--- config.mk ---
export PLATFORM = sky130hd
export DESIGN_NAME = ldcb_top
export DESIGN_NICKNAME = d
export VERILOG_FILES = /design/src/common/ldcb_pkg.sv /design/src/ldcb_regmap.sv /design/src/ldcb_range.sv /design/src/ldcb_top.sv
export VERILOG_INCLUDE_DIRS = /design/src /design/src/common
export SDC_FILE = /design/constraint.sdc
export NUM_CORES = 1
export LEC_CHECK = 0
export ABC_CLOCK_PERIOD_IN_PS = 4200
export BUFFER_PORTS_ARGS = -buffer_cell sky130_fd_sc_hd__buf_2
export CAP_MARGIN = 20
export CORE_MARGIN = 2
export CORE_UTILIZATION = 50
export DETAILED_ROUTE_END_ITERATION = 16
export PLACE_DENSITY = 0.75
export RECOVER_POWER = 50
export SLEW_MARGIN = 5
export SYNTH_ARGS = -nofsm -noshare
export SYNTH_HDL_FRONTEND = slang
export SYNTH_SLANG_ARGS = --single-unit
--- constraint.sdc ---
create_clock -name sys_clk -period 4.2 [get_ports sys_clk]
set_input_delay 0.84 -clock sys_clk [delete_from_list [all_inputs] [get_ports sys_clk]]
set_output_delay 0.84 -clock sys_clk [all_outputs]
set_load 0.1 [all_outputs]
--- src/common/ldcb_params.svh ---
// constants of the logical device configuration bank
// How it works
// - primary base from indices 0x60/0x61
// - second base 0x62/0x63 used by no device, reads zero
// - unused base registers ignore writes, read zero
// - base registers reset to 0x00 always
// - primary irq select 0x70 in each non-reserved bank
// - irq select resets 0x06 device 0 else 0x00
// - 0x72 only for keyboard, else reads zero
// - interrupts default to active-high edge
// - reserved indices ignore writes, read zero
// - dma select 0x74 only floppy and parallel
// - dma reset 0x02 device 0, 0x04 devices 3,5
// - device on when activate or power bit set
// - activate and power bits follow each other
// - out-of-range base disables the device decode
// - floppy, serial: eight bytes, 8-aligned range
// - parallel 4-aligned; epp only when 8-aligned
// - keyboard fixed at addresses 60 and 64
// - game port one byte, 0x0100 to 0x0FFF
// - reachable only in configuration state, index/data
// - decode bits 11:0, upper bits if qualified
`ifndef LDCB_PARAMS_SVH
`define LDCB_PARAMS_SVH
`define LDCB_NUM_LD 10
`define LDCB_LD_FLOPPY 4'h0
`define LDCB_LD_PAR 4'h3
`define LDCB_LD_SER1 4'h4
`define LDCB_LD_SER2 4'h5
`define LDCB_LD_KBD 4'h7
`define LDCB_LD_GAME 4'h9
`define LDCB_IDX_ACT 8'h30
`define LDCB_IDX_BASE_HI 8'h60
`define LDCB_IDX_BASE_LO 8'h61
`define LDCB_IDX_BASE2_HI 8'h62
`define LDCB_IDX_BASE2_LO 8'h63
`define LDCB_IDX_IRQ1 8'h70
`define LDCB_IDX_IRQ2 8'h72
`define LDCB_IDX_DMA 8'h74
`define LDCB_CFG_DATA_OFS 16'h0001
`define LDCB_RST_ZERO 8'h00
`define LDCB_IRQ1_RST_FLOPPY 8'h06
`define LDCB_DMA_RST_FLOPPY 8'h02
`define LDCB_DMA_RST_PAR_SER2 8'h04
`define LDCB_BASE_USED_MASK 10'h239
`define LDCB_BASE2_USED_MASK 10'h000
`define LDCB_DMA_USED_MASK 10'h009
`define LDCB_LD_USED_MASK 10'h2B9
`define LDCB_BASE_MIN 16'h0100
`define LDCB_MAX_8ALIGN 16'h0FF8
`define LDCB_MAX_PAR 16'h0FFC
`define LDCB_MAX_GAME 16'h0FFF
`define LDCB_KBD_DATA 12'h060
`define LDCB_KBD_CMD 12'h064
`define LDCB_EPP_FIRST 3'h3
`endif

--- src/common/ldcb_pkg.sv ---
// types shared by the logical device configuration bank
package ldcb_pkg;
   typedef enum logic [3:0] {
      LDCB_REG_NONE,
      LDCB_REG_ACT,
      LDCB_REG_BASE_HI,
      LDCB_REG_BASE_LO,
      LDCB_REG_BASE2_HI,
      LDCB_REG_BASE2_LO,
      LDCB_REG_IRQ1,
      LDCB_REG_IRQ2,
      LDCB_REG_DMA
   } ldcb_reg_t;
endpackage

--- src/ldcb_regmap.sv ---
// index and device number to implemented register kind
`timescale 1ns/1ps
`default_nettype none
`include "ldcb_params.svh"
module ldcb_regmap (
   input wire logic [7:0] index,
   input wire logic [7:0] ldn,
   output ldcb_pkg::ldcb_reg_t kind
);
   // true when bit ldn of a per-device mask is set
   function automatic logic uses(input logic [9:0] mask, input logic [7:0] n);
      uses = (n < 8'h0A) && mask[n[3:0]];
   endfunction

   // reserved devices and unused registers map to none
   wire logic ld_ok = uses(`LDCB_LD_USED_MASK, ldn);
   wire logic base_ok = uses(`LDCB_BASE_USED_MASK, ldn);
   wire logic base2_ok = uses(`LDCB_BASE2_USED_MASK, ldn);
   wire logic dma_ok = uses(`LDCB_DMA_USED_MASK, ldn);
   wire logic kbd = (ldn == {4'h0, `LDCB_LD_KBD});

   // everything not listed here is reserved and reads zero
   assign kind = !ld_ok ? ldcb_pkg::LDCB_REG_NONE :
      (index == `LDCB_IDX_ACT) ? ldcb_pkg::LDCB_REG_ACT :
      (index == `LDCB_IDX_BASE_HI && base_ok) ? ldcb_pkg::LDCB_REG_BASE_HI :
      (index == `LDCB_IDX_BASE_LO && base_ok) ? ldcb_pkg::LDCB_REG_BASE_LO :
      (index == `LDCB_IDX_BASE2_HI && base2_ok) ? ldcb_pkg::LDCB_REG_BASE2_HI :
      (index == `LDCB_IDX_BASE2_LO && base2_ok) ? ldcb_pkg::LDCB_REG_BASE2_LO :
      (index == `LDCB_IDX_IRQ1) ? ldcb_pkg::LDCB_REG_IRQ1 :
      (index == `LDCB_IDX_IRQ2 && kbd) ? ldcb_pkg::LDCB_REG_IRQ2 :
      (index == `LDCB_IDX_DMA && dma_ok) ? ldcb_pkg::LDCB_REG_DMA :
      ldcb_pkg::LDCB_REG_NONE;
endmodule
`default_nettype wire

--- src/ldcb_range.sv ---
// base range check and i/o address decode for one logical device
`timescale 1ns/1ps
`default_nettype none
`include "ldcb_params.svh"
module ldcb_range #(
   parameter logic [3:0] DEV = 4'h0
) (
   input wire logic [15:0] base,
   input wire logic [15:0] io_addr,
   input wire logic qual16,
   output logic in_range,
   output logic hit,
   output logic epp_hit
);
   // upper address bits only count under 16-bit qualification
   wire logic hi_ok = !qual16 || (io_addr[15:12] == 4'h0);
   wire logic above_min = (base >= `LDCB_BASE_MIN);
   wire logic [11:0] a = io_addr[11:0];

   generate
      if (DEV == `LDCB_LD_FLOPPY || DEV == `LDCB_LD_SER1 || DEV == `LDCB_LD_SER2) begin : g8
         // eight registers on an 8-byte boundary
         assign in_range = above_min && base <= `LDCB_MAX_8ALIGN && base[2:0] == 3'h0;
         assign hit = in_range && hi_ok && a[11:3] == base[11:3];
         assign epp_hit = 1'b0;
      end else if (DEV == `LDCB_LD_PAR) begin : gpar
         // epp window at +3..+7 needs an 8-byte boundary
         wire logic std = a[11:2] == base[11:2] && a[1:0] != 2'h3;
         assign in_range = above_min && base <= `LDCB_MAX_PAR && base[1:0] == 2'h0;
         assign epp_hit = in_range && hi_ok && base[2] == 1'b0 &&
            a[11:3] == base[11:3] && a[2:0] >= `LDCB_EPP_FIRST;
         assign hit = (in_range && hi_ok && std) || epp_hit;
      end else if (DEV == `LDCB_LD_KBD) begin : gkbd
         // not relocatable: the base registers play no part
         assign in_range = 1'b1;
         assign hit = hi_ok && (a == `LDCB_KBD_DATA || a == `LDCB_KBD_CMD);
         assign epp_hit = 1'b0;
      end else if (DEV == `LDCB_LD_GAME) begin : ggame
         // a single byte anywhere in range
         assign in_range = above_min && base <= `LDCB_MAX_GAME;
         assign hit = in_range && hi_ok && a == base[11:0];
         assign epp_hit = 1'b0;
      end else begin : gnone
         // reserved number: never decodes
         assign in_range = 1'b0;
         assign hit = 1'b0;
         assign epp_hit = 1'b0;
      end
   endgenerate
endmodule
`default_nettype wire

--- src/ldcb_top.sv ---
// logical device configuration bank: index/data access, storage and decode
`timescale 1ns/1ps
`default_nettype none
`include "ldcb_params.svh"
module ldcb_top (
   input wire logic sys_clk,
   input wire logic nrst,
   input wire logic soft_rst,
   input wire logic cfg_state,
   input wire logic [15:0] cfg_base,
   input wire logic [7:0] ldn_sel,
   input wire logic qual16_en,
   input wire logic [15:0] io_addr,
   input wire logic io_wr,
   input wire logic io_rd,
   input wire logic [7:0] io_wdata,
   input wire logic pwr_wr,
   input wire logic [3:0] pwr_dev,
   input wire logic pwr_val,
   output logic [7:0] io_rdata_q,
   output logic io_rvalid_q,
   output logic [9:0] dev_on_q,
   output logic [9:0] dev_sel_q,
   output logic epp_sel_q,
   output logic [39:0] irq_sel_q,
   output logic [3:0] kbd_irq2_sel_q,
   output logic [5:0] dma_sel_q,
   output logic [15:0] floppy_base_q,
   output logic irq_edge_high_q
);
   // reset value of the primary interrupt select per device
   function automatic logic [7:0] irq1_rst(input int unsigned d);
      irq1_rst = (d == 0) ? `LDCB_IRQ1_RST_FLOPPY : `LDCB_RST_ZERO;
   endfunction

   // reset value of the dma channel select per device
   function automatic logic [7:0] dma_rst(input int unsigned d);
      if (d == 0) begin
         dma_rst = `LDCB_DMA_RST_FLOPPY;
      end else if (d == 3 || d == 5) begin
         dma_rst = `LDCB_DMA_RST_PAR_SER2;
      end else begin
         dma_rst = `LDCB_RST_ZERO;
      end
   endfunction

   // config port hits only count in the configuration state
   wire logic [15:0] cfg_data_addr = 16'(cfg_base + `LDCB_CFG_DATA_OFS);
   wire logic idx_hit = cfg_state && (io_addr == cfg_base);
   wire logic dat_hit = cfg_state && (io_addr == cfg_data_addr);
   wire logic cfg_any = idx_hit || dat_hit;
   wire logic data_wr = io_wr && dat_hit;
   wire logic data_rd = io_rd && dat_hit;

   // both reset sources load the same defaults, except irq_edge_high_q, which only nrst clears
   wire logic clr = !nrst || soft_rst;

   // index register written through the index port
   logic [7:0] index_q;
   logic [7:0] index_d;

   assign index_d = (io_wr && idx_hit) ? io_wdata : index_q;

   always_ff @(posedge sys_clk) begin
      if (clr) begin
         index_q <= 8'h00;
      end else begin
         index_q <= index_d;
      end
   end

   // the bank shown is the one the global device number picks
   ldcb_pkg::ldcb_reg_t kind;

   ldcb_regmap u_regmap (
      .index(index_q),
      .ldn(ldn_sel),
      .kind(kind)
   );

   // per-device contents gathered for the read mux
   logic [7:0] bh_w [`LDCB_NUM_LD];
   logic [7:0] bl_w [`LDCB_NUM_LD];
   logic [7:0] b2h_w [`LDCB_NUM_LD];
   logic [7:0] b2l_w [`LDCB_NUM_LD];
   logic [7:0] irq1_w [`LDCB_NUM_LD];
   logic [7:0] irq2_w [`LDCB_NUM_LD];
   logic [7:0] dma_w [`LDCB_NUM_LD];
   logic [9:0] act_w;
   logic [9:0] pwr_w;
   logic [9:0] hit_w;
   logic [9:0] rng_w;
   logic par_epp_w;

   genvar d;
   generate
      for (d = 0; d < `LDCB_NUM_LD; d = d + 1) begin : g_ld
         logic [7:0] bh_q;
         logic [7:0] bl_q;
         logic [7:0] b2h_q;
         logic [7:0] b2l_q;
         logic [7:0] irq1_q;
         logic [7:0] irq2_q;
         logic [7:0] dma_q;
         logic act_q;
         logic pwr_q;
         logic epp_w;

         // this bank is written through the data port only while it is the selected one
         wire logic sel = (ldn_sel == 8'(d));
         wire logic we = data_wr && sel;
         wire logic pw = pwr_wr && (pwr_dev == 4'(d));

         // register writes; kind is none for anything unused
         always_ff @(posedge sys_clk) begin
            if (clr) begin
               bh_q <= `LDCB_RST_ZERO;
               bl_q <= `LDCB_RST_ZERO;
               b2h_q <= `LDCB_RST_ZERO;
               b2l_q <= `LDCB_RST_ZERO;
               irq1_q <= irq1_rst(d);
               irq2_q <= `LDCB_RST_ZERO;
               dma_q <= dma_rst(d);
            end else if (we) begin
               case (kind)
                  ldcb_pkg::LDCB_REG_BASE_HI: bh_q <= io_wdata;
                  ldcb_pkg::LDCB_REG_BASE_LO: bl_q <= io_wdata;
                  ldcb_pkg::LDCB_REG_BASE2_HI: b2h_q <= io_wdata;
                  ldcb_pkg::LDCB_REG_BASE2_LO: b2l_q <= io_wdata;
                  ldcb_pkg::LDCB_REG_IRQ1: irq1_q <= io_wdata;
                  ldcb_pkg::LDCB_REG_IRQ2: irq2_q <= io_wdata;
                  ldcb_pkg::LDCB_REG_DMA: dma_q <= io_wdata;
                  default: ;
               endcase
            end
         end

         // activate and power bits move together; the power port wins a tie
         wire logic act_wr = we && (kind == ldcb_pkg::LDCB_REG_ACT);
         wire logic link_d = pw ? pwr_val : (act_wr ? io_wdata[0] : act_q);

         always_ff @(posedge sys_clk) begin
            if (clr) begin
               act_q <= 1'b0;
               pwr_q <= 1'b0;
            end else begin
               act_q <= link_d;
               pwr_q <= link_d;
            end
         end

         // range and address decode for this device
         ldcb_range #(
            .DEV(4'(d))
         ) u_range (
            .base({bh_q, bl_q}),
            .io_addr(io_addr),
            .qual16(qual16_en),
            .in_range(rng_w[d]),
            .hit(hit_w[d]),
            .epp_hit(epp_w)
         );

         if (d == 3) begin : g_epp
            assign par_epp_w = epp_w;
         end

         assign bh_w[d] = bh_q;
         assign bl_w[d] = bl_q;
         assign b2h_w[d] = b2h_q;
         assign b2l_w[d] = b2l_q;
         assign irq1_w[d] = irq1_q;
         assign irq2_w[d] = irq2_q;
         assign dma_w[d] = dma_q;
         assign act_w[d] = act_q;
         assign pwr_w[d] = pwr_q;
      end
   endgenerate

   // read mux; unused and reserved locations give zero
   wire logic [3:0] ldn4 = ldn_sel[3:0];
   wire logic [3:0] ldi = (ldn4 < 4'hA) ? ldn4 : 4'h0;
   logic [7:0] rd_val;

   assign rd_val =
      (kind == ldcb_pkg::LDCB_REG_ACT) ? {7'h00, act_w[ldi]} :
      (kind == ldcb_pkg::LDCB_REG_BASE_HI) ? bh_w[ldi] :
      (kind == ldcb_pkg::LDCB_REG_BASE_LO) ? bl_w[ldi] :
      (kind == ldcb_pkg::LDCB_REG_BASE2_HI) ? b2h_w[ldi] :
      (kind == ldcb_pkg::LDCB_REG_BASE2_LO) ? b2l_w[ldi] :
      (kind == ldcb_pkg::LDCB_REG_IRQ1) ? irq1_w[ldi] :
      (kind == ldcb_pkg::LDCB_REG_IRQ2) ? irq2_w[ldi] :
      (kind == ldcb_pkg::LDCB_REG_DMA) ? dma_w[ldi] :
      8'h00;

   // read answers one cycle after the strobe
   always_ff @(posedge sys_clk) begin
      if (clr) begin
         io_rdata_q <= 8'h00;
         io_rvalid_q <= 1'b0;
      end else begin
         io_rdata_q <= data_rd ? rd_val : 8'h00;
         io_rvalid_q <= data_rd;
      end
   end

   // a device is on when either linked bit is set
   wire logic [9:0] on_w = act_w | pwr_w;

   // device selects: strobe, device on, base in range, not a config access
   wire logic strobe = (io_rd || io_wr) && !cfg_any;
   wire logic [9:0] sel_w = strobe ? (hit_w & on_w & rng_w) : 10'h000;
   wire logic epp_w_all = strobe && par_epp_w && on_w[3] && rng_w[3];

   always_ff @(posedge sys_clk) begin
      if (clr) begin
         dev_on_q <= 10'h000;
         dev_sel_q <= 10'h000;
         epp_sel_q <= 1'b0;
      end else begin
         dev_on_q <= on_w;
         dev_sel_q <= sel_w;
         epp_sel_q <= epp_w_all;
      end
   end

   // routing outputs: low nibble of each irq select, three dma bits
   logic [39:0] irq_d;
   genvar k;
   generate
      for (k = 0; k < `LDCB_NUM_LD; k = k + 1) begin : g_irq
         assign irq_d[4*k +: 4] = irq1_w[k][3:0];
      end
   endgenerate

   always_ff @(posedge sys_clk) begin
      if (clr) begin
         irq_sel_q <= 40'h0000000000;
         kbd_irq2_sel_q <= 4'h0;
         dma_sel_q <= 6'h00;
         floppy_base_q <= 16'h0000;
      end else begin
         irq_sel_q <= irq_d;
         kbd_irq2_sel_q <= irq2_w[7][3:0];
         dma_sel_q <= {dma_w[3][2:0], dma_w[0][2:0]};
         floppy_base_q <= {bh_w[0], bl_w[0]};
      end
   end

   // fixed polarity: active-high edge, no control to change it here
   always_ff @(posedge sys_clk) begin
      if (!nrst) begin
         irq_edge_high_q <= 1'b0;
      end else begin
         irq_edge_high_q <= 1'b1;
      end
   end
endmodule
`default_nettype wire

# [Word level (Yosys, flattened, before mapping)]
# Memory sizes are Yosys's and may differ from the RTL's.
# Cells that the tools add are included.
[word_totals] out_inout_bits=97 regBits=675 mem_bits_ro=64 word_cells=403 memories=4
[op_classes] add_sub_neg=1 order_cmp=16 n_eq_ne=45 reduce_logical=172 n_mux=66 bitwise=7
[memory_table] name="(no name shown)" words=16 word_bits=1 rd=1 rd_ports_with_merged_regs=0 wr=0 line_no="ldcb_regmap.sv:12" rtl="uses = (n < 8'h0A) && mask[n[3:0]];"
[memory_table] name="(no name shown)" words=16 word_bits=1 rd=1 rd_ports_with_merged_regs=0 wr=0 line_no="ldcb_regmap.sv:12"
[memory_table] name="(no name shown)" words=16 word_bits=1 rd=1 rd_ports_with_merged_regs=0 wr=0 line_no="ldcb_regmap.sv:12"
[memory_table] name="(no name shown)" words=16 word_bits=1 rd=1 rd_ports_with_merged_regs=0 wr=0 line_no="ldcb_regmap.sv:12"
[op_table] cell="binary-select mux 8 bit (select 4 bit)" count=7
[op_table] cell="2-to-1 mux 8 bit" count=21
[op_table] cell="AND reduction 2 bit" count=70
[op_table] cell="greater-or-equal comparator 16 x 9 -> 1 bit, second input constant" count=5
[op_table] cell="less-or-equal comparator 16 x 12 -> 1 bit, second input constant" count=5
[op_table] cell="logical AND 1 bit" count=73
[op_table] cell="== test 8 x 7 -> 1 bit, second input constant" count=7
[op_table] cell="2-to-1 mux 4 bit" count=10
[op_table] cell="== test 9 bit" count=4
[op_table] cell="== test 16 bit" count=2
[op_table] cell="== test 4 x 3 -> 1 bit, second input constant" count=8
[op_table] cell="== test 8 x 3 -> 1 bit, second input constant" count=4
[op_table] cell="2-to-1 mux 1 bit" count=27
[op_table] cell="== test 12 x 7 -> 1 bit, second input constant" count=2
[op_table] cell="AND 10 bit" count=2
[op_table] cell="nonzero test 2 bit" count=10
[op_table] cell="adder 16 x 1 -> 16 bit, second input constant" count=1
[op_table] cell="== test 4 x 2 -> 1 bit, second input constant" count=4
[op_table] cell="== test 8 x 2 -> 1 bit, second input constant" count=2
[op_table] cell="== test 8 x 4 -> 1 bit, second input constant" count=2
[op_table] cell="== test 12 bit" count=1
[op_table] cell="== test 4 bit, second input constant" count=3
[op_table] cell="== test 10 bit" count=1
[op_table] cell="less-than comparator 4 x 5 -> 1 bit, second input constant" count=2
[op_table] cell="other kinds (20)" count=34

# [Logic depth before layout (Yosys ltp)]
# Gate-level depths: netlist (run 1).
[logic_depth] word_depth=22 mapped_depth=15 ltp_nobuf=9

# [Cells and area by module]
# Synthesis (run 1) repeated with hierarchy kept, for this count alone.
[hier_totals] cells_unflattened=3366 area_unflattened_um2=31465.2
[by_module_without_submodules] mod="ldcb_top" instances=1 area_per_inst_um2=30247.8 cells_per_inst=3205 seq_area_each_um2=13513.0
[by_module_without_submodules] mod="ldcb_range (g_ld[0].u_range ...)" instances=3 area_per_inst_um2=156.4 cells_per_inst=20 seq_area_each_um2=0.0
[by_module_without_submodules] mod="ldcb_regmap" instances=1 area_per_inst_um2=230.2 cells_per_inst=30 seq_area_each_um2=0.0
[by_module_without_submodules] mod="ldcb_range (g_ld[9].u_range)" instances=1 area_per_inst_um2=176.4 cells_per_inst=23 seq_area_each_um2=0.0
[by_module_without_submodules] mod="ldcb_range (g_ld[3].u_range)" instances=1 area_per_inst_um2=167.7 cells_per_inst=23 seq_area_each_um2=0.0
[by_module_without_submodules] mod="ldcb_range (g_ld[1].u_range ...)" instances=4 area_per_inst_um2=26.3 cells_per_inst=4 seq_area_each_um2=0.0
[by_module_without_submodules] mod="ldcb_range (g_ld[7].u_range)" instances=1 area_per_inst_um2=68.8 cells_per_inst=9 seq_area_each_um2=0.0

# [Least setup slack after synthesis (run 1)]
# OpenSTA, ideal clock, no wires.
[synth_path] path_type="input to register" from="input ldn_sel[0]" to="register g_ld[2].bh_q[1]" path_slack_ns=-0.035 required_time_ns=4.068 path_buffers=6 stages=15 setup_ns=0.132 arrival_ns=4.103 cell_sequence="buf_2 inv_1 clkbuf_1 buf_1 clkbuf_1 ha_1 nor2_1 o311ai_0 o21bai_1 or2_2 clkbuf_1 nor2_2 buf_2 nand3_4 mux2i_1"
[synth_via] elab_chain_cells=15
[synth_lines] element="start, declared" line_no="ldcb_top.sv:11" rtl="input wire logic [7:0] ldn_sel,"
[synth_lines] element="memory (16 x 1 bit)"
[synth_lines] element="2-to-1 mux 1 bit (implied by the code)" line_no="ldcb_regmap.sv:12"
[synth_lines] element="logical AND 1 bit" line_no="ldcb_regmap.sv:12"
[synth_lines] element="logical AND 1 bit" line_no="ldcb_regmap.sv:31" rtl="(index == `LDCB_IDX_DMA && dma_ok) ? ldcb_pkg::LDCB_REG_DMA :"
[synth_lines] element="2-to-1 mux 4 bit" line_no="ldcb_regmap.sv:31"
[synth_lines] element="2-to-1 mux 4 bit" line_no="ldcb_regmap.sv:30" rtl="(index == `LDCB_IDX_IRQ2 && kbd) ? ldcb_pkg::LDCB_REG_IRQ2 :"
[synth_lines] element="2-to-1 mux 4 bit" line_no="ldcb_regmap.sv:29" rtl="(index == `LDCB_IDX_IRQ1) ? ldcb_pkg::LDCB_REG_IRQ1 :"
[synth_lines] element="2-to-1 mux 4 bit" line_no="ldcb_regmap.sv:28" rtl="(index == `LDCB_IDX_BASE2_LO && base2_ok) ? ldcb_pkg::LDCB_REG_BASE2_LO :"
[synth_lines] element="2-to-1 mux 4 bit" line_no="ldcb_regmap.sv:27" rtl="(index == `LDCB_IDX_BASE2_HI && base2_ok) ? ldcb_pkg::LDCB_REG_BASE2_HI :"
[synth_lines] element="2-to-1 mux 4 bit" line_no="ldcb_regmap.sv:26" rtl="(index == `LDCB_IDX_BASE_LO && base_ok) ? ldcb_pkg::LDCB_REG_BASE_LO :"
[synth_lines] element="2-to-1 mux 4 bit" line_no="ldcb_regmap.sv:25" rtl="(index == `LDCB_IDX_BASE_HI && base_ok) ? ldcb_pkg::LDCB_REG_BASE_HI :"
[synth_lines] element="2-to-1 mux 4 bit" line_no="ldcb_regmap.sv:24" rtl="(index == `LDCB_IDX_ACT) ? ldcb_pkg::LDCB_REG_ACT :"
[synth_lines] element="2-to-1 mux 4 bit" line_no="ldcb_regmap.sv:23" rtl="assign kind = !ld_ok ? ldcb_pkg::LDCB_REG_NONE :"
[synth_lines] element="== test 4 x 2 -> 1 bit" line_no="ldcb_top.sv:125" rtl="case (kind)"
[synth_lines] element="AND reduction 2 bit (no line) *"
[synth_lines] element="end signal, assigned" line_no="ldcb_top.sv:117" rtl="bh_q <= `LDCB_RST_ZERO;"
[synth_lines] element="end signal, assigned" line_no="ldcb_top.sv:126" rtl="ldcb_pkg::LDCB_REG_BASE_HI: bh_q <= io_wdata;"
[synth_lines] element="end, declared" line_no="ldcb_top.sv:98" rtl="logic [7:0] bh_q;"
# Mark *: on every way between the ends. The rest lies on a longest branch, timed or not. The select of a mux whose other input is x is not followed.
# A chain may end at the register's enable or synchronous reset.

# [Final worst setup path (run 1)]
[layout_path] from="input cfg_base[2]" to="register io_rdata_q[0]"
[layout_via] elab_chain_cells=6
[layout_lines] element="start, declared" line_no="ldcb_top.sv:10" rtl="input wire logic [15:0] cfg_base,"
[layout_lines] element="adder 16 x 1 -> 16 bit (no line)"
[layout_lines] element="== test 16 bit" line_no="ldcb_top.sv:50" rtl="wire logic dat_hit = cfg_state && (io_addr == cfg_data_addr);"
[layout_lines] element="logical AND 1 bit" line_no="ldcb_top.sv:50"
[layout_lines] element="logical AND 1 bit" line_no="ldcb_top.sv:53" rtl="wire logic data_rd = io_rd && dat_hit;"
[layout_lines] element="inverter 1 bit (no line)"
[layout_lines] element="OR reduction 2 bit (no line)"
[layout_lines] element="end signal, assigned" line_no="ldcb_top.sv:202" rtl="io_rdata_q <= data_rd ? rd_val : 8'h00;"
[layout_lines] element="end, declared" line_no="ldcb_top.sv:20" rtl="output logic [7:0] io_rdata_q,"
# No other way between the ends.

==> results of run 1 <==
==> cells by family (layout without fill, tap and decap cells) <==
| group | count (synthesis) | count (layout) | synth area share |
|---|---|---|---|
| and+or+nand+nor | 736 | 736 | 0.171 |
| DFF | 489 | 489 | 0.450 |
| muxes | 413 | 413 | 0.199 |
| AOI/OAI and AO/OA | 310 | 310 | 0.102 |
| buffers and inverters | 260 | 395 | 0.0469 |
| xor gates and xnor gates | 65 | 65 | 0.0262 |
| adders and majority gates | 6 | 6 | 0.00345 |
| other | 1 | 4 | 0.000173 |
==> worst max-delay path: cells and delay by family <==
family                 cells  cell delay, ns
AND/OR/NAND/NOR            4            2.27
buffers and inverters      1            0.20
AO/OA/AOI/OAI              3            0.86
==> area by class of cell <==
cell class,count,area (µm²)
Fill cell,3753,18200
Multi-Input combinational cell,1534,10900
Sequential cell,489,9790
Clock buffer,64,1400
Timing Repair Buffer,233,1290
Tap cell,585,732
Clock inverter,27,407
Inverter,71,267
==> flip-flops by register name (all words and copies together), names as in the netlist <==
register and flops:
dev_sel_q 6, io_rvalid_q 1, io_rdata_q 8, g_ld.bh_q 80, kbd_irq2_sel_q 4, irq_edge_high_q 1, g_ld.bl_q 80, dma_sel_q 6
floppy_base_q 16, g_ld.irq1_q 80, g_ld.pwr_q 10, g_ld.dma_q 66, irq_sel_q 40, index_q 8, epp_sel_q 1, dev_on_q 10
g_ld.irq2_q 72
==> per-stage QoR <==
step / instances / setup slack (ns)
floorplan: 2283 / 0.0894
global placement: 2912 / 0.374
detailed placement: 2912 / 0.287
CTS: 3003 / 0.918
global route: 3003 / 0.295
finish: 3003 / 0.543
==> cells in the mapped netlist, drive strengths merged (21+ instances only) <==
cell,n,area [µm²]
mux2i,378,3780
nand2,377,1420
nand4,25,219
xor2,32,280
nor4,21,168
dfxtp,489,9790
nand3,56,428
and2,91,569
o221ai,44,385
mux2,22,248
o21ai,50,250
xnor2,33,289
clkbuf,152,571
buf,37,181
inv,71,267
nor2,69,264
a21oi,61,305
o22ai,24,150
==> metal layers <==
layer  vias to the layer above  part of all wire
li1                       8156                 -
met5                         -           0.00017
met4                         2             0.049
met1                      8832              0.41
met2                      1024              0.44
met3                       218              0.10
==> report_power, final <==
group	total, mW	switching, mW	internal [mW]
clock	4.91	1.94	2.97
combinational	0.662	0.478	0.184
sequential	4.64	0.00223	4.64
==> cells in the final DEF (no fill, tap or decap), drive strengths merged, types with 14 or more instances in the layout <==
cell type	instances
dfxtp	489
mux2i	378
nand2	377
clkbuf	168
buf	129
and2	91
inv	73
nor2	69
a21oi	61
nand3	56
o21ai	50
o221ai	44
xnor2	33
xor2	32
nand4	25
o22ai	24
mux2	22
nor4	21
nor3	20
clkinv	14
a221oi	14
==> path summary, 6_finish.rpt <==
path / start / end / slack (ns) / cells after the start
worst min-delay path: nrst / irq_edge_high_q / 0.39 / 1
worst min register to register: g_ld[7].irq2_q[1] / kbd_irq2_sel_q[1] / 0.45 / 2
worst max-delay path: cfg_base[2] / io_rdata_q[0] / 0.54 / 8
worst max register to register: index_q[1] / g_ld[7].bh_q[5] / 0.92 / 7
==> reports/results.ini, run 1 <==
[die]
io_pins = 158
rows = 76
start_util = 0.506
die_width_um = 212
die-area_um2 = 45100
die_y_um = 212
core_area_um2 = 43000

[cts]
cts_buffers = 50
ctsResizeCount = 0
postCtsHoldBufs = 0
post_cts_buffers = 0
path_clk_slew_ns = 0.06
clock_latency_ns = 0.61
cts_tree = yes
htreeDepth = 2
clk_path_buf_depth = 3
clock-root-buffer = clkbuf_16
clock_sinks = 489

[timing]
period_needed_ns = 3.66
fin_setup_tns_ns = 0
finClkSkew_ns = 0.0323
maxSlewViolCount = 281
hold_ws_ns = 0.393
fin_crit_sh = 0.871
max_freq_mhz = 273
worst_slew_pin_slew_ns = 2.15
setup_viol = 0
rsz0062_at_grt = false
maxSlewHeadroom = -0.436
hold_violations = 0

[yosys]
ys_ff_latch = 489
syn_area_um2 = 21700
synth_edf_count = 0
ys_seq_area_frac = 0.450
synth.avg_cell_area_um2 = 9.53
ys_async_sr_fraction = 0
synth_flop_cell = dfxtp_1
synth.distinct_cells = 87
yosys_warnings = 0
synthCells = 2280

[cells_and_area]
drive_gt1_frac = 0.127
syn_to_final_growth_pct = 14.1
post-route-util = 0.577
fin_nets = 2446
final_area_um2 = 24800
antenna_cells = 0

[setup_path]
endpoint_kind = flop
cp.arrival_ns = 4.17
crit_slowest_cell = or4_1
critical_path.cell_chain = clkbuf_1 -> nand3_1 -> or3_1 -> o31ai_1 -> o21ai_0 -> or4_1 -> or3_1 -> o32ai_2
required_ns = 4.71
slowest_delay_ns = 0.73
crit_type = primary input to flop
critPathMaxFanout = 15
path_common_cell = or3_1
startpoint_type = primary input

[route]
drc_errors = 0
ant_nets = 0
drtPass1Iterations = 6
avgRoutedWirePerCell_um = 23.8
drt_iter0_markers = 2070
num_vias = 18200
routed_via_density = 6.07
wl_um = 71600

[global_route]
met3_usage = 0.0613
top_usage_layer = met2
grt_usage = 0.316
met1_usage = 0.428
grt_use_met2 = 0.478
overflow = 0
grt_pass1_wl_um = 108000
antenna_found_initial = 2
grt_pass1_vias = 17900
grt_max_degree = 139

[place]
port_buffers = 153
hpwl_um = 48800
routabilityCongestion = 0.985
placed_cell_area_um2 = 23200

[outcome]
status = finished with violations
violations = capacitance limit, slew limit

[flow_run]
cap_viol_max_count = 3

[hold_path]
hold_class = primary input to flop

[power]
power_density_nw_per_um2 = 412
p_leak_nw = 11.5
power.total_mw = 10.2
vdd_drop_max_mv = 0.309

(Power assumes the default switching activity.)
==> run 2, diff against run 1 <==
--- a/config.mk
+++ b/config.mk
@@ -6,6 +6,7 @@
 export SDC_FILE = /design/constraint.sdc
 export NUM_CORES = 1
 export LEC_CHECK = 0
+export ABC_AREA = 1
 export ABC_CLOCK_PERIOD_IN_PS = 4200
 export BUFFER_PORTS_ARGS = -buffer_cell sky130_fd_sc_hd__buf_2
 export CAP_MARGIN = 20
==> run 2 against run 1 <==
The run still ends with capacitance limit, slew limit left. Worst setup slack improved by 0.0090 ns. First-iteration DRC count is 27% higher. Synthesized cell count is 42% higher. Sequential share of layout area rose by 0.32 points. Clock skew down 0.0066 ns.
==> reports/results.ini, run 2 <==
[route]
drc_errors = 0  ; unchanged
num_vias = 22000  ; +21%
ant_nets = 0  ; unchanged
wl_um = 74000  ; +3.3%
drt_iter0_markers = 2627  ; +27%
drtPass1Iterations = 6  ; unchanged
routed_via_density = 5.63  ; -7.2%
avgRoutedWirePerCell_um = 18.9  ; -21%

[global_route]
overflow = 0  ; unchanged
grt_usage = 0.312  ; -0.00433
antenna_found_initial = 1  ; -1
grt_pass1_wl_um = 115000  ; +6.0%
grt_pass1_vias = 20300  ; +13%
grt_max_degree = 274  ; +97%

[cts]
htreeDepth = 2  ; unchanged
post_cts_buffers = 0  ; unchanged
path_clk_slew_ns = 0.06  ; about the same
cts_tree = yes
clk_path_buf_depth = 3  ; unchanged
clock_sinks = 503  ; +2.9%
postCtsHoldBufs = 0  ; unchanged
cts_buffers = 52  ; +4.0%
ctsResizeCount = 0  ; unchanged
clock_latency_ns = 0.62  ; about the same
clock-root-buffer = clkbuf_16

[die]
die-area_um2 = 46500  ; +3.1%
die_width_um = 216  ; +1.5%
start_util = 0.507  ; +0.00124
die_y_um = 216  ; +1.5%
io_pins = 158  ; unchanged
rows = 77  ; +1.3%
core_area_um2 = 44200  ; +2.9%

[timing]
finClkSkew_ns = 0.0257  ; -0.00662 ns
hold_ws_ns = 0.361  ; -0.0314 ns
fin_crit_sh = 0.869  ; -0.00215
rsz0062_at_grt = false
max_freq_mhz = 274  ; +0.25%
maxSlewHeadroom = -0.249  ; +0.187
period_needed_ns = 3.65  ; -0.00902 ns
hold_violations = 0  ; unchanged
maxSlewViolCount = 102  ; -64%
worst_slew_pin_slew_ns = 1.87  ; -0.280 ns
fin_setup_tns_ns = 0  ; unchanged
setup_viol = 0  ; unchanged

[cells_and_area]
final_area_um2 = 25300  ; +2.0%
drive_gt1_frac = 0.0774  ; -0.0496
post-route-util = 0.572  ; -0.00469
largest_registers = g_ld.bh_q: 80 flops, g_ld.bl_q: 80 flops, g_ld.irq1_q: 80 flops
mostFrequentLayoutCells = nor2_1 (860), dfxtp_1 (503), o21ai_0 (468)
antenna_cells = 0  ; unchanged
fin_nets = 3343  ; +37%
fin_cells = 3912  ; +30%
syn_to_final_growth_pct = 12.9
fill_cells = 4249  ; +13%
layout_commonest_cell = nor2_1

[yosys]
synth_flop_cell = dfxtp_1
yosys.area.top_type = dfxtp_1
ys_seq_area_frac = 0.449  ; -0.00120
synth_most_common_cell = nor2_1
ys_async_sr_fraction = 0  ; unchanged
ys_ff_latch = 503  ; +2.9%
synth_edf_count = 0  ; unchanged
synth.distinct_cells = 49  ; -44%
yosys-top-cells-area = dfxtp_1 (45%), nor2_1 (14%), o21ai_0 (10%), nand2_1 (4.8%), inv_1 (4.8%)
syn_area_um2 = 22400  ; +3.1%
synth_top_area_frac = 0.449  ; -0.00120
synth.avg_cell_area_um2 = 6.93  ; -27%
synthCells = 3235  ; +42%
synth_common_cells = nor2_1 (857), dfxtp_1 (503), o21ai_0 (468)
yosys_warnings = 0  ; unchanged

[flow_run]
cap_viol_max_count = 1  ; -2

[setup_path]
critPathMaxFanout = 25  ; +10
required_ns = 4.68  ; -0.03 ns
endpoint_kind = flop
regToRegSetupSlack_ns = 1.18  ; +0.26 ns
startpoint_type = primary input
slowest_delay_ns = 0.65  ; -0.08 ns
critical_path.cell_chain = buf_2 -> ha_1 -> inv_1 -> nor2_1 -> nand2_1 -> nor2_1 -> nand3_1 -> nand2_1 -> nand3_1 -> nor2_2 -> nand3_1 -> nor2_1 -> buf_12 -> nand2_1 -> o21ai_0 -> a21oi_1
crit_type = primary input to flop
cp.arrival_ns = 4.13  ; -0.04 ns
crit_slowest_cell = nor2_1

[place]
hpwl_um = 47600  ; -2.3%
port_buffers = 153  ; unchanged
placed_cell_area_um2 = 23500  ; +1.3%
placed_cells = 3814  ; +31%
routabilityCongestion = 0.958  ; -2.7%

[outcome]
status = finished with violations
violations = capacitance limit, slew limit

[power]
p_leak_nw = 9.31  ; -19%
power_density_nw_per_um2 = 431  ; +4.6%
vdd_drop_max_mv = 0.303  ; -1.8%

[hold_path]
hold_class = primary input to flop

==> run 2: cell count changes in the layout (fill, tap and decap cells not counted), sizes merged, moves of 19 or more <==
| cell | previous run | this run |
|---|---|---|
| a21oi | 61 | 146 |
| and2 | 91 | 0 |
| buf | 129 | 97 |
| inv | 73 | 323 |
| mux2 | 22 | 0 |
| mux2i | 378 | 0 |
| nand2 | 377 | 292 |
| nand3 | 56 | 139 |
| nor2 | 69 | 874 |
| o211ai | 8 | 57 |
| o21ai | 50 | 486 |
| o221ai | 44 | 19 |
| o22ai | 24 | 45 |
| xor2 | 32 | 13 |
==> run 2: area by class of cell <==
type / count / area, µm² / share of cell area
flip-flops and latches: 503 / 10100 / 0.398
clock inverters: 34 / 549 / 0.0217
multi-input cells: 2201 / 10300 / 0.406
well taps: 592 / 741 / 0.0293
inverters: 322 / 1210 / 0.0479
clock buffers: 64 / 1430 / 0.0564
repair buffers: 196 / 1030 / 0.0406
==> run 2: power by group <==
part           switching, mW  leakage (nW)  total [mW]  internal (mW)
sequential           0.00118          4.05        4.77           4.77
clock                   2.06         0.966        5.30           3.24
combinational          0.622          4.29       0.834          0.213
==> run 2: critical path, delay by kind of cell <==
family | cells | cell delay [ns]
fa+ha+maj | 1 | 0.22
compound gates | 2 | 0.33
buf+inv | 3 | 0.46
simple gates | 10 | 2.25
==> run 2: kinds of logic after synthesis <==
kind of cell	Yosys count	synth area share
AO/OA/AOI/OAI	788	0.193
AND/OR/NAND/NOR	1375	0.251
XOR/XNOR	28	0.0109
flip-flops	503	0.449
other	1	0.000167
adder cells (fa/ha/maj)	6	0.00335
buffers and inverters	534	0.0922
==> run 2: metal layers <==
metal  global-route usage  wire length (µm)  vias up  share of wire
li1                     -                 -    10600              -
met1                0.422             30900    10100           0.42
met2                0.488             32300     1150           0.44
met3               0.0361              6720      224          0.091
met4                0.169              4020        0          0.054
met5                    0                 0        -              0
==> run 2: final timing paths <==
| kind | start | endpoint | cells past startpoint |
|---|---|---|---|
| worst min-delay path | nrst | irq_edge_high_q | 1 |
| worst max-delay path | cfg_base[0] | g_ld[7].irq1_q[3] | 16 |
| worst max register to register | index_q[7] | g_ld[0].bh_q[1] | 16 |
| worst min register to register | g_ld[5].dma_q[5] | g_ld[5].dma_q[5] | 2 |
==> run 2: through the flow <==
| stage | total power [mW] | worst slack [ns] |
|---|---|---|
| final | 10.9 | 0.552 |
| after global routing | 11.2 | 0.255 |
| after CTS | 10.9 | 0.923 |
| after detailed placement | 5.69 | 0.284 |
| after global placement | 5.69 | 0.301 |
| after floorplan | 5.41 | 0.528 |
